File: config.mk
export PLATFORM = sky130hd
export DESIGN_NAME = qpcs_port_regs
export DESIGN_NICKNAME = d
export VERILOG_FILES = /design/src/qpcs_pkg.sv /design/src/qpcs_freq_counter.sv /design/src/qpcs_port_regs.sv
export VERILOG_INCLUDE_DIRS = /design/src
export SDC_FILE = /design/constraint.sdc
export NUM_CORES = 1
export LEC_CHECK = 0
export BUFFER_PORTS_ARGS = -buffer_cell sky130_fd_sc_hd__buf_2
export CAP_MARGIN = 15
export CORE_MARGIN = 2
export CORE_UTILIZATION = 40
export DETAILED_ROUTE_END_ITERATION = 10
export GPL_TIMING_DRIVEN = 1
export HOLD_SLACK_MARGIN = 0.12
export PLACE_DENSITY = 0.63
export SLEW_MARGIN = 20
export SYNTH_ARGS = -nofsm -noshare
export SYNTH_HDL_FRONTEND = slang
export SYNTH_SLANG_ARGS = --single-unit
File: constraint.sdc
create_clock -name clk -period 2.9 [get_ports clk]
set_clock_uncertainty 0.05 [all_clocks]
set_input_delay 0.58 -clock clk [delete_from_list [all_inputs] [get_ports clk]]
set_output_delay 0.58 -clock clk [all_outputs]
set_load 0.01 [all_outputs]
File: src/qpcs_consts.svh
// Offsets, field positions, codes and timing for the optical port register bank
`ifndef QPCS_CONSTS_SVH
`define QPCS_CONSTS_SVH

// Indirect 8-bit space
`define QPCS_OFF_MODCFG   24'h00_00a0
`define QPCS_OFF_PORTEN   24'h00_00a1
`define QPCS_OFF_PSTAT    24'h00_00a2
`define QPCS_OFF_MODST2   24'h00_00a3
`define QPCS_OFF_PINFO    24'h00_00a7
// Memory window, 32-bit
`define QPCS_OFF_SYNC     24'h84_0010
`define QPCS_OFF_FRMCNT   24'h84_0014
`define QPCS_OFF_LOCK     24'h84_0060
`define QPCS_OFF_RCADDR   24'h84_0064
`define QPCS_OFF_RCWDATA  24'h84_0068
`define QPCS_OFF_RCRDATA  24'h84_006c
`define QPCS_OFF_FREQEN   24'h84_0074
`define QPCS_OFF_FREQRX   24'h84_0078
`define QPCS_OFF_FREQTX   24'h84_007c
`define QPCS_OFF_PMODE    24'h84_0080
`define QPCS_OFF_PLOW     24'h84_0084
`define QPCS_OFF_PHIGH    24'h84_0088

// Module configuration byte
`define QPCS_CFG_INT      6
`define QPCS_CFG_PRES     5
`define QPCS_CFG_LOWPWR   2
`define QPCS_CFG_XCVREN   1
// Port status byte
`define QPCS_PST_RCFG     6
`define QPCS_PST_TXPLL    4
`define QPCS_PST_LOCKDAT  3
`define QPCS_PST_LOCKREF  2
`define QPCS_PST_RXRDY    1
`define QPCS_PST_TXRDY    0
// Port information
`define QPCS_PORT_TYPE    4'h1
`define QPCS_PORT_NUM     4'h4
// Sync trigger control
`define QPCS_SYNC_TXARM   15
`define QPCS_SYNC_THR     13:12
`define QPCS_SYNC_TXSRC   9:8
`define QPCS_SYNC_RXARM   7
`define QPCS_SYNC_NOWAIT  2
`define QPCS_SYNC_RXSRC   1:0
`define QPCS_SRC_EXT      2'h0
`define QPCS_SRC_INT      2'h1
`define QPCS_THR_NONE     2'h0
`define QPCS_THR_HALF     2'h1
`define QPCS_THR_3Q       2'h2
`define QPCS_THR_FULL     2'h3
// Reconfiguration address and control
`define QPCS_RC_ALLRST    18
`define QPCS_RC_BUSY      17
`define QPCS_RC_XRST      16
`define QPCS_RC_ADDR      15:0
// Pattern test group layout, one byte per lane and direction
`define QPCS_PT_GEN       0
`define QPCS_PT_CHK       1
`define QPCS_PT_SYNC      4
`define QPCS_PT_LERR      5
`define QPCS_PT_RERR      6
// Frequency gate timing
`define QPCS_FREQ_GATE_US 1000
`define QPCS_CLK_MHZ      40

`endif

File: src/qpcs_pkg.sv
// State types of the optical port register bank
package qpcs_pkg;

	typedef struct packed {
		logic        mod_lowpwr;
		logic        xcvr_en;
		logic [2:0]  port_en;
		logic        tx_arm;
		logic [1:0]  fifo_thr;
		logic [1:0]  tx_src;
		logic        rx_arm;
		logic        rx_nowait;
		logic [1:0]  rx_src;
		logic        tx_trigd;
		logic        rx_trigd;
		logic        tx_run;
		logic        rx_accept;
		logic        rcfg_all_rst;
		logic        xcvr_rst;
		logic [15:0] rcfg_addr;
		logic [31:0] rcfg_wdata;
		logic        freq_en;
		logic [7:0]  prbs_mode;
		logic [7:0]  prbs_gen;
		logic [7:0]  prbs_chk;
		logic [31:0] rdata;
		logic        rvalid;
	} qpcs_state_t;

	typedef struct packed {
		logic [15:0] gate;
		logic [23:0] acc;
		logic [23:0] value;
	} qpcs_fc_state_t;

endpackage : qpcs_pkg

File: src/qpcs_freq_counter.sv
// Gated tick counter giving one frequency reading per gate window
`timescale 1ns/1ps
`include "qpcs_consts.svh"

module qpcs_freq_counter #(
	parameter int GATE_CYCLES = `QPCS_FREQ_GATE_US * `QPCS_CLK_MHZ
) (
	input  wire logic        clk,
	input  wire logic        resetn,
	input  wire logic        enable,
	input  wire logic        tick,
	output logic      [23:0] count
);

	qpcs_pkg::qpcs_fc_state_t s_ff;
	qpcs_pkg::qpcs_fc_state_t nxt_s;

	// Gate window counting, reading kept while disabled
	always_comb begin
		nxt_s = s_ff;
		if (!enable) begin
			nxt_s.gate = '0;
			nxt_s.acc  = '0;
		end else if (s_ff.gate == 16'(GATE_CYCLES - 1)) begin
			nxt_s.value = s_ff.acc + {23'h00_0000, tick};
			nxt_s.gate  = '0;
			nxt_s.acc   = '0;
		end else begin
			nxt_s.gate = s_ff.gate + 16'h0001;
			nxt_s.acc  = s_ff.acc + {23'h00_0000, tick};
		end
	end

	// State register
	always_ff @(posedge clk or negedge resetn) begin
		if (!resetn) begin
			s_ff <= '0;
		end else begin
			s_ff <= nxt_s;
		end
	end

	assign count = s_ff.value;
endmodule : qpcs_freq_counter

File: src/qpcs_port_regs.sv
// Control and status register bank of the four-lane optical port
`timescale 1ns/1ps
`include "qpcs_consts.svh"

module qpcs_port_regs #(
	parameter int FREQ_GATE_CYCLES = `QPCS_FREQ_GATE_US * `QPCS_CLK_MHZ
) (
	input  wire logic        clk,
	input  wire logic        resetn,
	input  wire logic        reg_wr,
	input  wire logic        reg_rd,
	input  wire logic [23:0] reg_addr,
	input  wire logic [31:0] reg_wdata,
	output logic      [31:0] reg_rdata,
	output logic             reg_rvalid,
	input  wire logic        mod_int,
	input  wire logic        mod_present,
	output logic             mod_lowpwr,
	output logic             xcvr_en,
	output logic             second_pll_en,
	output logic             first_pll_en,
	output logic             line_if_en,
	input  wire logic        rcfg_in_progress,
	input  wire logic        tx_pll_locked,
	input  wire logic        clkrec_lock_data,
	input  wire logic        clkrec_lock_ref,
	input  wire logic        rx_ready,
	input  wire logic        tx_ready,
	input  wire logic [3:0]  lane_lock_data,
	input  wire logic [3:0]  lane_lock_ref,
	input  wire logic        ext_trig,
	input  wire logic        int_trig,
	input  wire logic        fifo_half,
	input  wire logic        fifo_3q,
	input  wire logic        fifo_full,
	output logic             tx_run,
	output logic             rx_accept,
	input  wire logic        rcfg_busy,
	input  wire logic [31:0] rcfg_rdata,
	output logic             rcfg_all_rst,
	output logic             xcvr_rst,
	output logic      [15:0] rcfg_addr,
	output logic      [31:0] rcfg_wdata,
	input  wire logic        rx_freq_tick,
	input  wire logic        tx_freq_tick,
	output logic       [7:0] prbs_mode,
	output logic       [7:0] prbs_gen_en,
	output logic       [7:0] prbs_chk_en,
	input  wire logic  [7:0] prbs_sync,
	input  wire logic  [7:0] prbs_lerr,
	input  wire logic  [7:0] prbs_rerr
);

	qpcs_pkg::qpcs_state_t s_ff;
	qpcs_pkg::qpcs_state_t nxt_s;

	logic [23:0] rx_count;
	logic [23:0] tx_count;
	logic [63:0] prbs_img;
	logic  [7:0] lock_img;
	logic  [7:0] wr_gen;
	logic  [7:0] wr_chk;
	logic [31:0] rd_img;
	logic        tx_trig_hit;
	logic        rx_trig_hit;
	logic        thr_met;

	// Trigger source select: only codes 0 and 1 have a source
	function automatic logic trig_pick(input logic [1:0] src, input logic ext, input logic intl);
		logic hit;
		hit = 1'b0;
		case (src)
			`QPCS_SRC_EXT: hit = ext;
			`QPCS_SRC_INT: hit = intl;
			default:       hit = 1'b0;
		endcase
		return hit;
	endfunction : trig_pick

	// Frequency counters for both directions
	qpcs_freq_counter #(
		.GATE_CYCLES (FREQ_GATE_CYCLES)
	) u_rx_freq (
		.clk    (clk),
		.resetn (resetn),
		.enable (s_ff.freq_en),
		.tick   (rx_freq_tick),
		.count  (rx_count)
	);

	qpcs_freq_counter #(
		.GATE_CYCLES (FREQ_GATE_CYCLES)
	) u_tx_freq (
		.clk    (clk),
		.resetn (resetn),
		.enable (s_ff.freq_en),
		.tick   (tx_freq_tick),
		.count  (tx_count)
	);

	// Per lane and direction: pattern group image, write bits; per lane (first four groups only): lane lock pairs
	for (genvar g = 0; g < 8; g++) begin : g_group
		assign prbs_img[g*8 +: 8] = {1'b0, prbs_rerr[g], prbs_lerr[g], prbs_sync[g],
			2'b00, s_ff.prbs_chk[g], s_ff.prbs_gen[g]};
		assign wr_gen[g] = reg_wdata[(g % 4) * 8 + `QPCS_PT_GEN];
		assign wr_chk[g] = reg_wdata[(g % 4) * 8 + `QPCS_PT_CHK];
		if (g < 4) begin : g_lane
			assign lock_img[g*2 +: 2] = {lane_lock_data[g], lane_lock_ref[g]};
		end
	end

	// Read image of the addressed register, reserved bits zero
	always_comb begin
		rd_img = 32'h0000_0000;
		case (reg_addr)
			`QPCS_OFF_MODCFG: begin
				rd_img[`QPCS_CFG_INT]    = mod_int;
				rd_img[`QPCS_CFG_PRES]   = mod_present;
				rd_img[`QPCS_CFG_LOWPWR] = s_ff.mod_lowpwr;
				rd_img[`QPCS_CFG_XCVREN] = s_ff.xcvr_en;
			end
			`QPCS_OFF_PORTEN: rd_img[2:0] = s_ff.port_en;
			`QPCS_OFF_PSTAT: begin
				rd_img[`QPCS_PST_RCFG]    = rcfg_in_progress;
				rd_img[`QPCS_PST_TXPLL]   = tx_pll_locked;
				rd_img[`QPCS_PST_LOCKDAT] = clkrec_lock_data;
				rd_img[`QPCS_PST_LOCKREF] = clkrec_lock_ref;
				rd_img[`QPCS_PST_RXRDY]   = rx_ready;
				rd_img[`QPCS_PST_TXRDY]   = tx_ready;
			end
			`QPCS_OFF_PINFO: rd_img[7:0] = {`QPCS_PORT_TYPE, `QPCS_PORT_NUM};
			`QPCS_OFF_SYNC: begin
				rd_img[`QPCS_SYNC_TXARM]  = s_ff.tx_arm;
				rd_img[`QPCS_SYNC_THR]    = s_ff.fifo_thr;
				rd_img[`QPCS_SYNC_TXSRC]  = s_ff.tx_src;
				rd_img[`QPCS_SYNC_RXARM]  = s_ff.rx_arm;
				rd_img[`QPCS_SYNC_NOWAIT] = s_ff.rx_nowait;
				rd_img[`QPCS_SYNC_RXSRC]  = s_ff.rx_src;
			end
			`QPCS_OFF_LOCK: rd_img[7:0] = lock_img;
			`QPCS_OFF_RCADDR: begin
				rd_img[`QPCS_RC_ALLRST] = s_ff.rcfg_all_rst;
				rd_img[`QPCS_RC_BUSY]   = rcfg_busy;
				rd_img[`QPCS_RC_XRST]   = s_ff.xcvr_rst;
				rd_img[`QPCS_RC_ADDR]   = s_ff.rcfg_addr;
			end
			`QPCS_OFF_RCWDATA: rd_img = s_ff.rcfg_wdata;
			`QPCS_OFF_RCRDATA: rd_img = rcfg_rdata;
			`QPCS_OFF_FREQEN:  rd_img[0] = s_ff.freq_en;
			`QPCS_OFF_FREQRX:  rd_img[23:0] = rx_count;
			`QPCS_OFF_FREQTX:  rd_img[23:0] = tx_count;
			`QPCS_OFF_PMODE:   rd_img[7:0] = s_ff.prbs_mode;
			`QPCS_OFF_PLOW:    rd_img = prbs_img[31:0];
			`QPCS_OFF_PHIGH:   rd_img = prbs_img[63:32];
			default:           rd_img = 32'h0000_0000;
		endcase
	end

	// Trigger hits and FIFO threshold check
	always_comb begin
		tx_trig_hit = trig_pick(s_ff.tx_src, ext_trig, int_trig);
		rx_trig_hit = trig_pick(s_ff.rx_src, ext_trig, int_trig);
		case (s_ff.fifo_thr)
			`QPCS_THR_NONE: thr_met = 1'b1;
			`QPCS_THR_HALF: thr_met = fifo_half;
			`QPCS_THR_3Q:   thr_met = fifo_3q;
			`QPCS_THR_FULL: thr_met = fifo_full;
			default:        thr_met = 1'b0;
		endcase
	end

	// Next state: trigger sequencing, register writes, read answer
	always_comb begin
		nxt_s = s_ff;
		// Trigger latches clear when disarmed
		nxt_s.tx_trigd  = s_ff.tx_arm & (s_ff.tx_trigd | tx_trig_hit);
		nxt_s.rx_trigd  = s_ff.rx_arm & (s_ff.rx_trigd | rx_trig_hit);
		nxt_s.tx_run    = s_ff.tx_arm & s_ff.tx_trigd & thr_met;
		nxt_s.rx_accept = s_ff.rx_nowait | (s_ff.rx_arm & s_ff.rx_trigd);
		if (reg_wr) begin
			case (reg_addr)
				`QPCS_OFF_MODCFG: begin
					nxt_s.mod_lowpwr = reg_wdata[`QPCS_CFG_LOWPWR];
					nxt_s.xcvr_en    = reg_wdata[`QPCS_CFG_XCVREN];
				end
				`QPCS_OFF_PORTEN: nxt_s.port_en = reg_wdata[2:0];
				`QPCS_OFF_SYNC: begin
					nxt_s.tx_arm    = reg_wdata[`QPCS_SYNC_TXARM];
					nxt_s.fifo_thr  = reg_wdata[`QPCS_SYNC_THR];
					nxt_s.tx_src    = reg_wdata[`QPCS_SYNC_TXSRC];
					nxt_s.rx_arm    = reg_wdata[`QPCS_SYNC_RXARM];
					nxt_s.rx_nowait = reg_wdata[`QPCS_SYNC_NOWAIT];
					nxt_s.rx_src    = reg_wdata[`QPCS_SYNC_RXSRC];
				end
				`QPCS_OFF_RCADDR: begin
					nxt_s.rcfg_all_rst = reg_wdata[`QPCS_RC_ALLRST];
					nxt_s.xcvr_rst     = reg_wdata[`QPCS_RC_XRST];
					nxt_s.rcfg_addr    = reg_wdata[`QPCS_RC_ADDR];
				end
				`QPCS_OFF_RCWDATA: nxt_s.rcfg_wdata = reg_wdata;
				`QPCS_OFF_FREQEN:  nxt_s.freq_en = reg_wdata[0];
				`QPCS_OFF_PMODE:   nxt_s.prbs_mode = reg_wdata[7:0];
				`QPCS_OFF_PLOW: begin
					nxt_s.prbs_gen[3:0] = wr_gen[3:0];
					nxt_s.prbs_chk[3:0] = wr_chk[3:0];
				end
				`QPCS_OFF_PHIGH: begin
					nxt_s.prbs_gen[7:4] = wr_gen[7:4];
					nxt_s.prbs_chk[7:4] = wr_chk[7:4];
				end
				default: nxt_s.port_en = s_ff.port_en;
			endcase
		end
		// Read answer one cycle after the strobe, data held until next read
		nxt_s.rvalid = reg_rd;
		if (reg_rd) begin
			nxt_s.rdata = rd_img;
		end
	end

	// State register
	always_ff @(posedge clk or negedge resetn) begin
		if (!resetn) begin
			s_ff <= '0;
		end else begin
			s_ff <= nxt_s;
		end
	end

	// Outputs straight from state flops
	assign reg_rdata     = s_ff.rdata;
	assign reg_rvalid    = s_ff.rvalid;
	assign mod_lowpwr    = s_ff.mod_lowpwr;
	assign xcvr_en       = s_ff.xcvr_en;
	assign second_pll_en = s_ff.port_en[2];
	assign first_pll_en  = s_ff.port_en[1];
	assign line_if_en    = s_ff.port_en[0];
	assign tx_run        = s_ff.tx_run;
	assign rx_accept     = s_ff.rx_accept;
	assign rcfg_all_rst  = s_ff.rcfg_all_rst;
	assign xcvr_rst      = s_ff.xcvr_rst;
	assign rcfg_addr     = s_ff.rcfg_addr;
	assign rcfg_wdata    = s_ff.rcfg_wdata;
	assign prbs_mode     = s_ff.prbs_mode;
	assign prbs_gen_en   = s_ff.prbs_gen;
	assign prbs_chk_en   = s_ff.prbs_chk;
endmodule : qpcs_port_regs

==> metrics.log, run 1 <==
INFO  metric max_cap_check_violation_count = 0
INFO  metric synth_top_cell_by_area = sky130_fd_sc_hd__dfrtp_1
INFO  metric synthesis.area_per_instance = ~11 µm²
INFO  metric number_of_enable_flip_flop_cells_after_synthesis = 0
INFO  metric detail-route-antenna-nets = 0
INFO  metric die-width = 182.6 µm
INFO  metric floorplan.initialDensity = 0.4056
INFO  metric fin_nets = 1545
INFO  metric synth.top_cells.by_area = sky130_fd_sc_hd__dfrtp_1 50%, sky130_fd_sc_hd__mux2_2 9.1%, sky130_fd_sc_hd__buf_4 6.2%
INFO  metric sequential_cell_area_fraction_in_the_yosys_report = 0.4979
INFO  metric post-cts-setup-buffers = 0
INFO  metric hold_viol = 0
INFO  metric min-delay-path-class = in -> reg
INFO  metric minimum_clock_period_after_layout = 2357 ps
INFO  metric netlist_area = 0.01277 mm²
INFO  metric global_route_wire_length_before_repair = 59.86 mm
INFO  metric timing_worst_slew_pin_value = just under 900 ps
INFO  metric clkLatencyLatePin = 550 ps
INFO  metric required = 3280 ps
INFO  metric worstPathMaxFanout = 12
INFO  metric antenna_violations_before_repair = 4
INFO  metric dp.final_hpwl = about 30 mm
INFO  metric grt-ovfl-total = 0
INFO  metric root_buffer = sky130_fd_sc_hd__clkbuf_16
INFO  metric yosysWarningCount = 0
INFO  metric wl_per_cell = around 22 µm
INFO  metric cts.htree.levels = 1
INFO  metric p_per_area = 509.4 mW/mm²
INFO  metric ctsLongestPathBuffers = 3
INFO  metric pin_count_of_the_biggest_net_entering_global_routing = 77
INFO  metric first_pass_drt_iterations = 5
INFO  metric placement_rows = 65
INFO  metric cts_tree = yes
INFO  metric finalHoldWorstSlack = 207.5 ps
INFO  metric first_global_vias = 10078
INFO  metric fmaxAchievable = 424.2 MHz
INFO  metric cts_resized = 0
INFO  metric endpoint_type_of_the_worst_setup_path = flip-flop
INFO  metric synth_top_flop_cell = sky130_fd_sc_hd__dfrtp_1
INFO  metric global_route.usage.total = 0.2342
INFO  metric number_of_top_level_pins = 254
INFO  metric via_per_inst = roughly 5.5
INFO  metric synth.ff_latch_count = approximately 250
INFO  metric crit_share_post_route = 0.8129
INFO  metric dr.first_iter.drc_count = 828
INFO  metric worst_slew_slack_as_a_fraction_of_its_limit = 0.4014
INFO  metric cellLeakagePower = 7.248 nW
INFO  metric grt_setup_unrepaired = no
INFO  metric syn2layout_area_growth = 18.12%
INFO  metric async_reset_ff_frac = 1.000
INFO  metric gp_routability_congestion = between 0.9 and 1
INFO  metric slew_violations = 0
INFO  metric cts_sinks = 254
INFO  metric post-synth-top-area-fraction = 0.4979
INFO  metric fraction_of_layout_instances_using_a_drive_strength_above_1 = 0.3505
INFO  metric syn_inst = 1209
INFO  metric tns = 0 ps
INFO  metric cts.clk_slew.worst_paths = around 60 ps
INFO  metric cp_data_arrival_time = roughly 2700 ps
INFO  metric dr_total_vias = 10085
INFO  metric detail_route.wirelength = between 30 and 40 mm
INFO  metric cp-start-kind = input pin
INFO  metric report.power.total = 0.007682 W
INFO  metric placed_area = between 0.01 and 0.015 mm²
INFO  metric critPathKind = in -> reg
INFO  metric outcome = finished, final reports clean
INFO  metric irDropWorstVdd = 0.4111 mV
INFO  metric post_synthesis_cell_type_count = 63
INFO  metric die_h = 182.6 µm
INFO  metric final_area = ~0.015 mm²
INFO  metric setup_viol = 0
INFO  metric die_area = 0.03336 mm²
INFO  metric fp.coreArea = 0.03147 mm²
INFO  metric tritoncts.num_buffers = 28
INFO  metric io_buffer_count = 253
INFO  metric synthesis.nets = between 1000 and 1500
INFO  metric route.detailed.drc = 0
INFO  metric postLayoutCoreUtil = 0.4791
==> cell usage after synthesis, types with 7 or more instances <==
cell,number
sky130_fd_sc_hd__dfrtp_1,254
sky130_fd_sc_hd__nor2_1,135
sky130_fd_sc_hd__buf_4,105
sky130_fd_sc_hd__mux2_2,103
sky130_fd_sc_hd__nand2_1,103
sky130_fd_sc_hd__o21ai_0,60
sky130_fd_sc_hd__xor2_1,44
sky130_fd_sc_hd__nand3_1,42
sky130_fd_sc_hd__clkbuf_1,38
sky130_fd_sc_hd__xnor2_1,27
sky130_fd_sc_hd__a22oi_1,25
sky130_fd_sc_hd__inv_1,21
sky130_fd_sc_hd__a222oi_1,19
sky130_fd_sc_hd__nand4_1,19
sky130_fd_sc_hd__nor3_1,19
sky130_fd_sc_hd__a221oi_1,18
sky130_fd_sc_hd__and3_1,18
sky130_fd_sc_hd__a21oi_1,12
sky130_fd_sc_hd__a31oi_1,12
sky130_fd_sc_hd__mux2i_1,10
sky130_fd_sc_hd__buf_2,9
sky130_fd_sc_hd__a22o_1,8
sky130_fd_sc_hd__a211oi_1,7
==> cell type report <==
type                       instances  area [µm²]
fill                            2916       16390
antenna                            1       2.502
tap                              402       503.0
inverter                          21       78.83
clock buffer                      36       790.8
sequential                       254        6356
multi-input combinational        777        5338
timing repair buffer             317        1834
clock inverter                    16       176.4
==> timing repair <==
action                                  CTS  global route
endpoints found under the setup margin    0             0
endpoints found under the hold margin    71             0
hold buffers                              1             0
==> state kept, by name (all words and copies together) (netlist names) <==
signal and flops:
rx_accept 1, prbs_mode 8, u_rx_freq.count 24, rcfg_wdata 32, reg_rdata 32, prbs_gen_en 8
reg_rvalid 1, tx_run 1, first_pll_en 1, u_tx_freq.s_ff 40, second_pll_en 1, u_rx_freq.s_ff 40
s_ff 12, xcvr_rst 1, line_if_en 1, xcvr_en 1, mod_lowpwr 1, prbs_chk_en 8
rcfg_all_rst 1, u_tx_freq.count 24, rcfg_addr 16
==> cells by family after synthesis <==
logic type | synth area share
xor gates and xnor gates | 0.04871
and+or+nand+nor | 0.1552
muxes | 0.1005
DFF | 0.4979
adders and majority gates | 0.005880
buffers and inverters | 0.08468
AOI/OAI and AO/OA | 0.1071
==> cell usage in the layout, fill, tap and decap left out, types with 19 or more instances in the layout <==
master                      Yosys  layout
sky130_fd_sc_hd__clkbuf_16      0      28
sky130_fd_sc_hd__a222oi_1      19      19
sky130_fd_sc_hd__mux2_2       103     103
sky130_fd_sc_hd__xnor2_1       27      27
sky130_fd_sc_hd__a22oi_1       25      25
sky130_fd_sc_hd__buf_2          9     252
sky130_fd_sc_hd__xor2_1        44      44
sky130_fd_sc_hd__nand2_1      103     103
sky130_fd_sc_hd__o21ai_0       60      59
sky130_fd_sc_hd__nor2_1       135     135
sky130_fd_sc_hd__dfrtp_1      254     254
sky130_fd_sc_hd__nand4_1       19      19
sky130_fd_sc_hd__inv_1         21      21
sky130_fd_sc_hd__nand3_1       42      42
sky130_fd_sc_hd__buf_4        105      57
==> critical path: stages <==
cell and delay (ps):
sky130_fd_sc_hd__buf_2 130, sky130_fd_sc_hd__nor4bb_1 570, sky130_fd_sc_hd__nand4_1 420, sky130_fd_sc_hd__nor2_2 220
sky130_fd_sc_hd__and3_1 200, sky130_fd_sc_hd__buf_4 250, sky130_fd_sc_hd__mux2_2 370
==> path summary, 6_finish.rpt <==
path,from,slack [ps],endpoint,depth (start not counted)
worst max-delay path,reg_addr[20],540,rcfg_addr[7]$_DFFE_PN0P_,7
worst min-delay path,reg_wdata[30],210,rcfg_wdata[30]$_DFFE_PN0P_,2
worst max register to register,u_tx_freq.s_ff[24]$_DFF_PN0_,700,u_tx_freq.count[18]$_DFFE_PN0P_,8
worst min register to register,u_tx_freq.count[17]$_DFFE_PN0P_,420,u_tx_freq.count[17]$_DFFE_PN0P_,2
max in group asynchronous,resetn,1460,u_tx_freq.s_ff[61]$_DFF_PN0_,3
min in group asynchronous,resetn,560,u_rx_freq.s_ff[24]$_DFF_PN0_,2
==> power breakdown <==
group	internal, W	switching [W]
combinational	0.000155	0.000269
sequential	0.00356	0.0000139
clock	0.00220	0.00149
==> through the flow <==
| stage | instances | worst slack [ps] |
|---|---|---|
| 6_report | 1824 | 542.6 |
| 5_1_grt | 1824 | 428.0 |
| 4_1_cts | 1823 | 639.6 |
| 3_5_place_dp | 1770 | 77.16 |
| 3_3_place_gp | 1770 | 37.28 |
| 2_1_floorplan | 1209 | 342.2 |
==> layer usage <==
layer  global-route usage  share of wire  vias up
met3              0.04271          0.067       80
met1               0.3006           0.41     5026
met4              0.07226          0.029        6
li1                     -              -     4584
met5                    0        0.00088        -
met2               0.4023           0.49      389
No activity file was read; power rests on OpenSTA's default activity.
==> run 2: changes to the inputs <==
==> constraint.sdc (replaced) <==
create_clock -name clk -period 2.3 [get_ports clk]
set_clock_uncertainty 0.05 [all_clocks]
set_input_delay 0.46 -clock clk [delete_from_list [all_inputs] [get_ports clk]]
set_output_delay 0.46 -clock clk [all_outputs]
set_load 0.01 [all_outputs]
==> run 2 against run 1 <==
Routed wire length up 1.4%. Die area unchanged. Final cell count up 5.0%. First-iteration DRC count down 17%. Global-route usage up 0.28 points. Clock-buffer cell count up 1. Worst setup slack worse by 310 ps. Sequential share of layout area down 2.2 points. Register-to-register slack worse by 470 ps. Cell area up 5.4%. Sequential power up 26%. Critical endpoint is now u_rx_freq.count[0]$_DFFE_PN0P_.
==> metrics.log, run 2 (synthesis gave the netlist of run 1 again) <==
INFO  metric outcome = finished, final reports clean
INFO  metric dp.final_hpwl = 30.29 mm
INFO  metric die_area = 0.03336 mm²
INFO  metric layout.cells.most_common_list = 254 x sky130_fd_sc_hd__dfrtp_1, 252 x sky130_fd_sc_hd__buf_2, 135 x sky130_fd_sc_hd__nor2_1
INFO  metric dr_total_vias = between 10000 and 15000
INFO  metric io_buffer_count = 253
INFO  metric detail_route.wirelength = approximately 40 mm
INFO  metric fmaxAchievable = 482.6 MHz
INFO  metric root_buffer = sky130_fd_sc_hd__clkbuf_16
INFO  metric die-width = 182.6 µm
INFO  metric cts.clk_slew.worst_paths = 60 ps
INFO  metric worstHoldEndpoint = rcfg_wdata[17]$_DFFE_PN0P_
INFO  metric largest_registers = u_rx_freq.s_ff: 40 flops, u_tx_freq.s_ff: 40 flops
INFO  metric worst_r2r_path_depth = 7
INFO  metric via_per_inst = 5.412
INFO  metric min_path_cells = 2
INFO  metric cts.htree.levels = 1
INFO  metric grt-ovfl-total = 0
INFO  metric slew_violations = 0
INFO  metric seqCellArea = roughly 0.0064 mm²
INFO  metric cts_sinks = approximately 250
INFO  metric placement_rows = 65
INFO  metric floorplan.initialDensity = 0.4056
INFO  metric first_global_vias = 10374
INFO  metric postLayoutCoreUtil = 0.5049
INFO  metric n_antenna_cell = 0
INFO  metric fp.coreArea = 0.03147 mm²
INFO  metric die_h = 182.6 µm
INFO  metric fin_nets = 1639
INFO  metric finalHoldWorstSlack = about 130 ps
INFO  metric cts_resized = 0
INFO  metric crit_share_post_route = 0.9009
INFO  metric first_pass_drt_iterations = 6
INFO  metric global_route_wire_length_before_repair = approximately 61 mm
INFO  metric reg_to_reg_start = u_rx_freq.s_ff[48]$_DFF_PN0_
INFO  metric hold_viol = 0
INFO  metric clkLatencyLatePin = roughly 560 ps
INFO  metric detail-route-antenna-nets = 0
INFO  metric dr.first_iter.drc_count = 690
INFO  metric fraction_of_layout_instances_using_a_drive_strength_above_1 = 0.3754
INFO  metric p_per_area = 616.3 mW/mm²
INFO  metric endpoint_type_of_the_worst_setup_path = flip-flop
INFO  metric wl_per_cell = 20.95 µm
INFO  metric number_of_top_level_pins = 254
INFO  metric layout_commonest_cell = sky130_fd_sc_hd__dfrtp_1
INFO  metric end_of_the_worst_register_to_register_path = u_rx_freq.count[0]$_DFFE_PN0P_
INFO  metric gp_routability_congestion = 0.9084
INFO  metric nFillCells = 2913
INFO  metric ctsLongestPathBuffers = 3
INFO  metric worst_slew_slack_as_a_fraction_of_its_limit = 0.6028
INFO  metric cts_tree = yes
INFO  metric min-delay-path-class = in -> reg
INFO  metric antenna_violations_before_repair = 2
INFO  metric minimum_clock_period_after_layout = 2072 ps
INFO  metric global_route.usage.total = 0.2369
INFO  metric irDropWorstVdd = 0.5024 mV
INFO  metric cp-start-kind = flip-flop
INFO  metric setup_viol = 0
INFO  metric pin_count_of_the_biggest_net_entering_global_routing = 68
INFO  metric placed_area = 0.01472 mm²
INFO  metric tritoncts.num_buffers = 28
INFO  metric worstPathMaxFanout = between 40 and 50
INFO  metric multi_input_comb_area = 0.005355 mm²
INFO  metric grt_setup_unrepaired = no
INFO  metric final_area = 0.01589 mm²
INFO  metric max_cap_check_violation_count = 0
INFO  metric route.detailed.drc = 0
INFO  metric critPathKind = reg -> reg
INFO  metric register_to_register_setup_slack = between 200 and 250 ps
INFO  metric cellLeakagePower = about 7.7 nW
INFO  metric tns = 0 ps
INFO  metric syn2layout_area_growth = 24.48%
INFO  metric hold_start = reg_wdata[17]
INFO  metric timing_worst_slew_pin_value = 587.6 ps
INFO  metric cp_data_arrival_time = 2450 ps
INFO  metric required = 2680 ps
-- run 2: cell types whose count changed in the layout (fill, tap and decap cells not counted), moves of 4 or more --
cell / delta
sky130_fd_sc_hd__buf_4: +70
sky130_fd_sc_hd__buf_12: +4
sky130_fd_sc_hd__clkinv_2: -5
sky130_fd_sc_hd__dlygate4sd3_1: +20
sky130_fd_sc_hd__clkbuf_1: +4
sky130_fd_sc_hd__clkbuf_8: -4
-- run 2: cell type report --
type	instances	share of cell area
Sequential cell	254	0.4000
Clock inverter	13	0.01150
Inverter	21	0.004960
Clock buffer	37	0.04882
Multi-Input combinational cell	777	0.3370
Tap cell	402	0.03165
Timing Repair Buffer	411	0.1661
-- run 2: metal layers --
| layer | GRT usage | vias up | part of all wire |
|---|---|---|---|
| met2 | 0.4014 | 354 | 0.48 |
| met1 | 0.3212 | 5154 | 0.44 |
| met5 | 0 | - | 0.00062 |
| met4 | 0.05710 | 4 | 0.023 |
| met3 | 0.03432 | 61 | 0.059 |
| li1 | - | 4791 | - |
-- run 2: through the flow --
step	total power, W	setup WS (ps)	instances
final	0.009794	228.0	1915
after CTS	0.009879	201.3	1915
after global placement	0.005161	-305.2	1844
after floorplan	0.004778	-61.75	1209
after global routing	0.01009	50.23	1915
after detailed placement	0.005163	-252.4	1844
-- run 2: critical path, cell delays in order, from the launching register on --
cell and delay (ps):
sky130_fd_sc_hd__dfrtp_1 380, sky130_fd_sc_hd__ha_1 190, sky130_fd_sc_hd__and3_1 200, sky130_fd_sc_hd__nand3_1 200
sky130_fd_sc_hd__nor3_1 300, sky130_fd_sc_hd__nand2_1 80, sky130_fd_sc_hd__buf_4 280, sky130_fd_sc_hd__o21ai_0 270
-- run 2: worst max-delay path by stage --
stage | startpoint | end | slack [ps]
after floorplan | reg_addr[10] | rcfg_addr[0]$_DFFE_PN0P_ | -60
after global placement | reg_addr[2] | reg_rdata[4]$_DFFE_PN0P_ | -310
after detailed placement | reg_addr[2] | reg_rdata[4]$_DFFE_PN0P_ | -250
after CTS | u_rx_freq.s_ff[24]$_DFF_PN0_ | u_rx_freq.count[22]$_DFFE_PN0P_ | 200
after global routing | u_rx_freq.s_ff[48]$_DFF_PN0_ | u_rx_freq.count[0]$_DFFE_PN0P_ | 50
final | u_rx_freq.s_ff[48]$_DFF_PN0_ | u_rx_freq.count[0]$_DFFE_PN0P_ | 230
-- run 2: report_power, final --
part	total, W	switching (W)	internal, W
sequential	0.00451	0.0000165	0.00449
clock	0.00468	0.00186	0.00282
combinational	0.000600	0.000353	0.000248
-- run 2: what timing repair did --
item | CTS | global route
hold buffers | 21 | 0
setup buffers | 0 | 0
endpoints found under the hold margin | 86 | 0
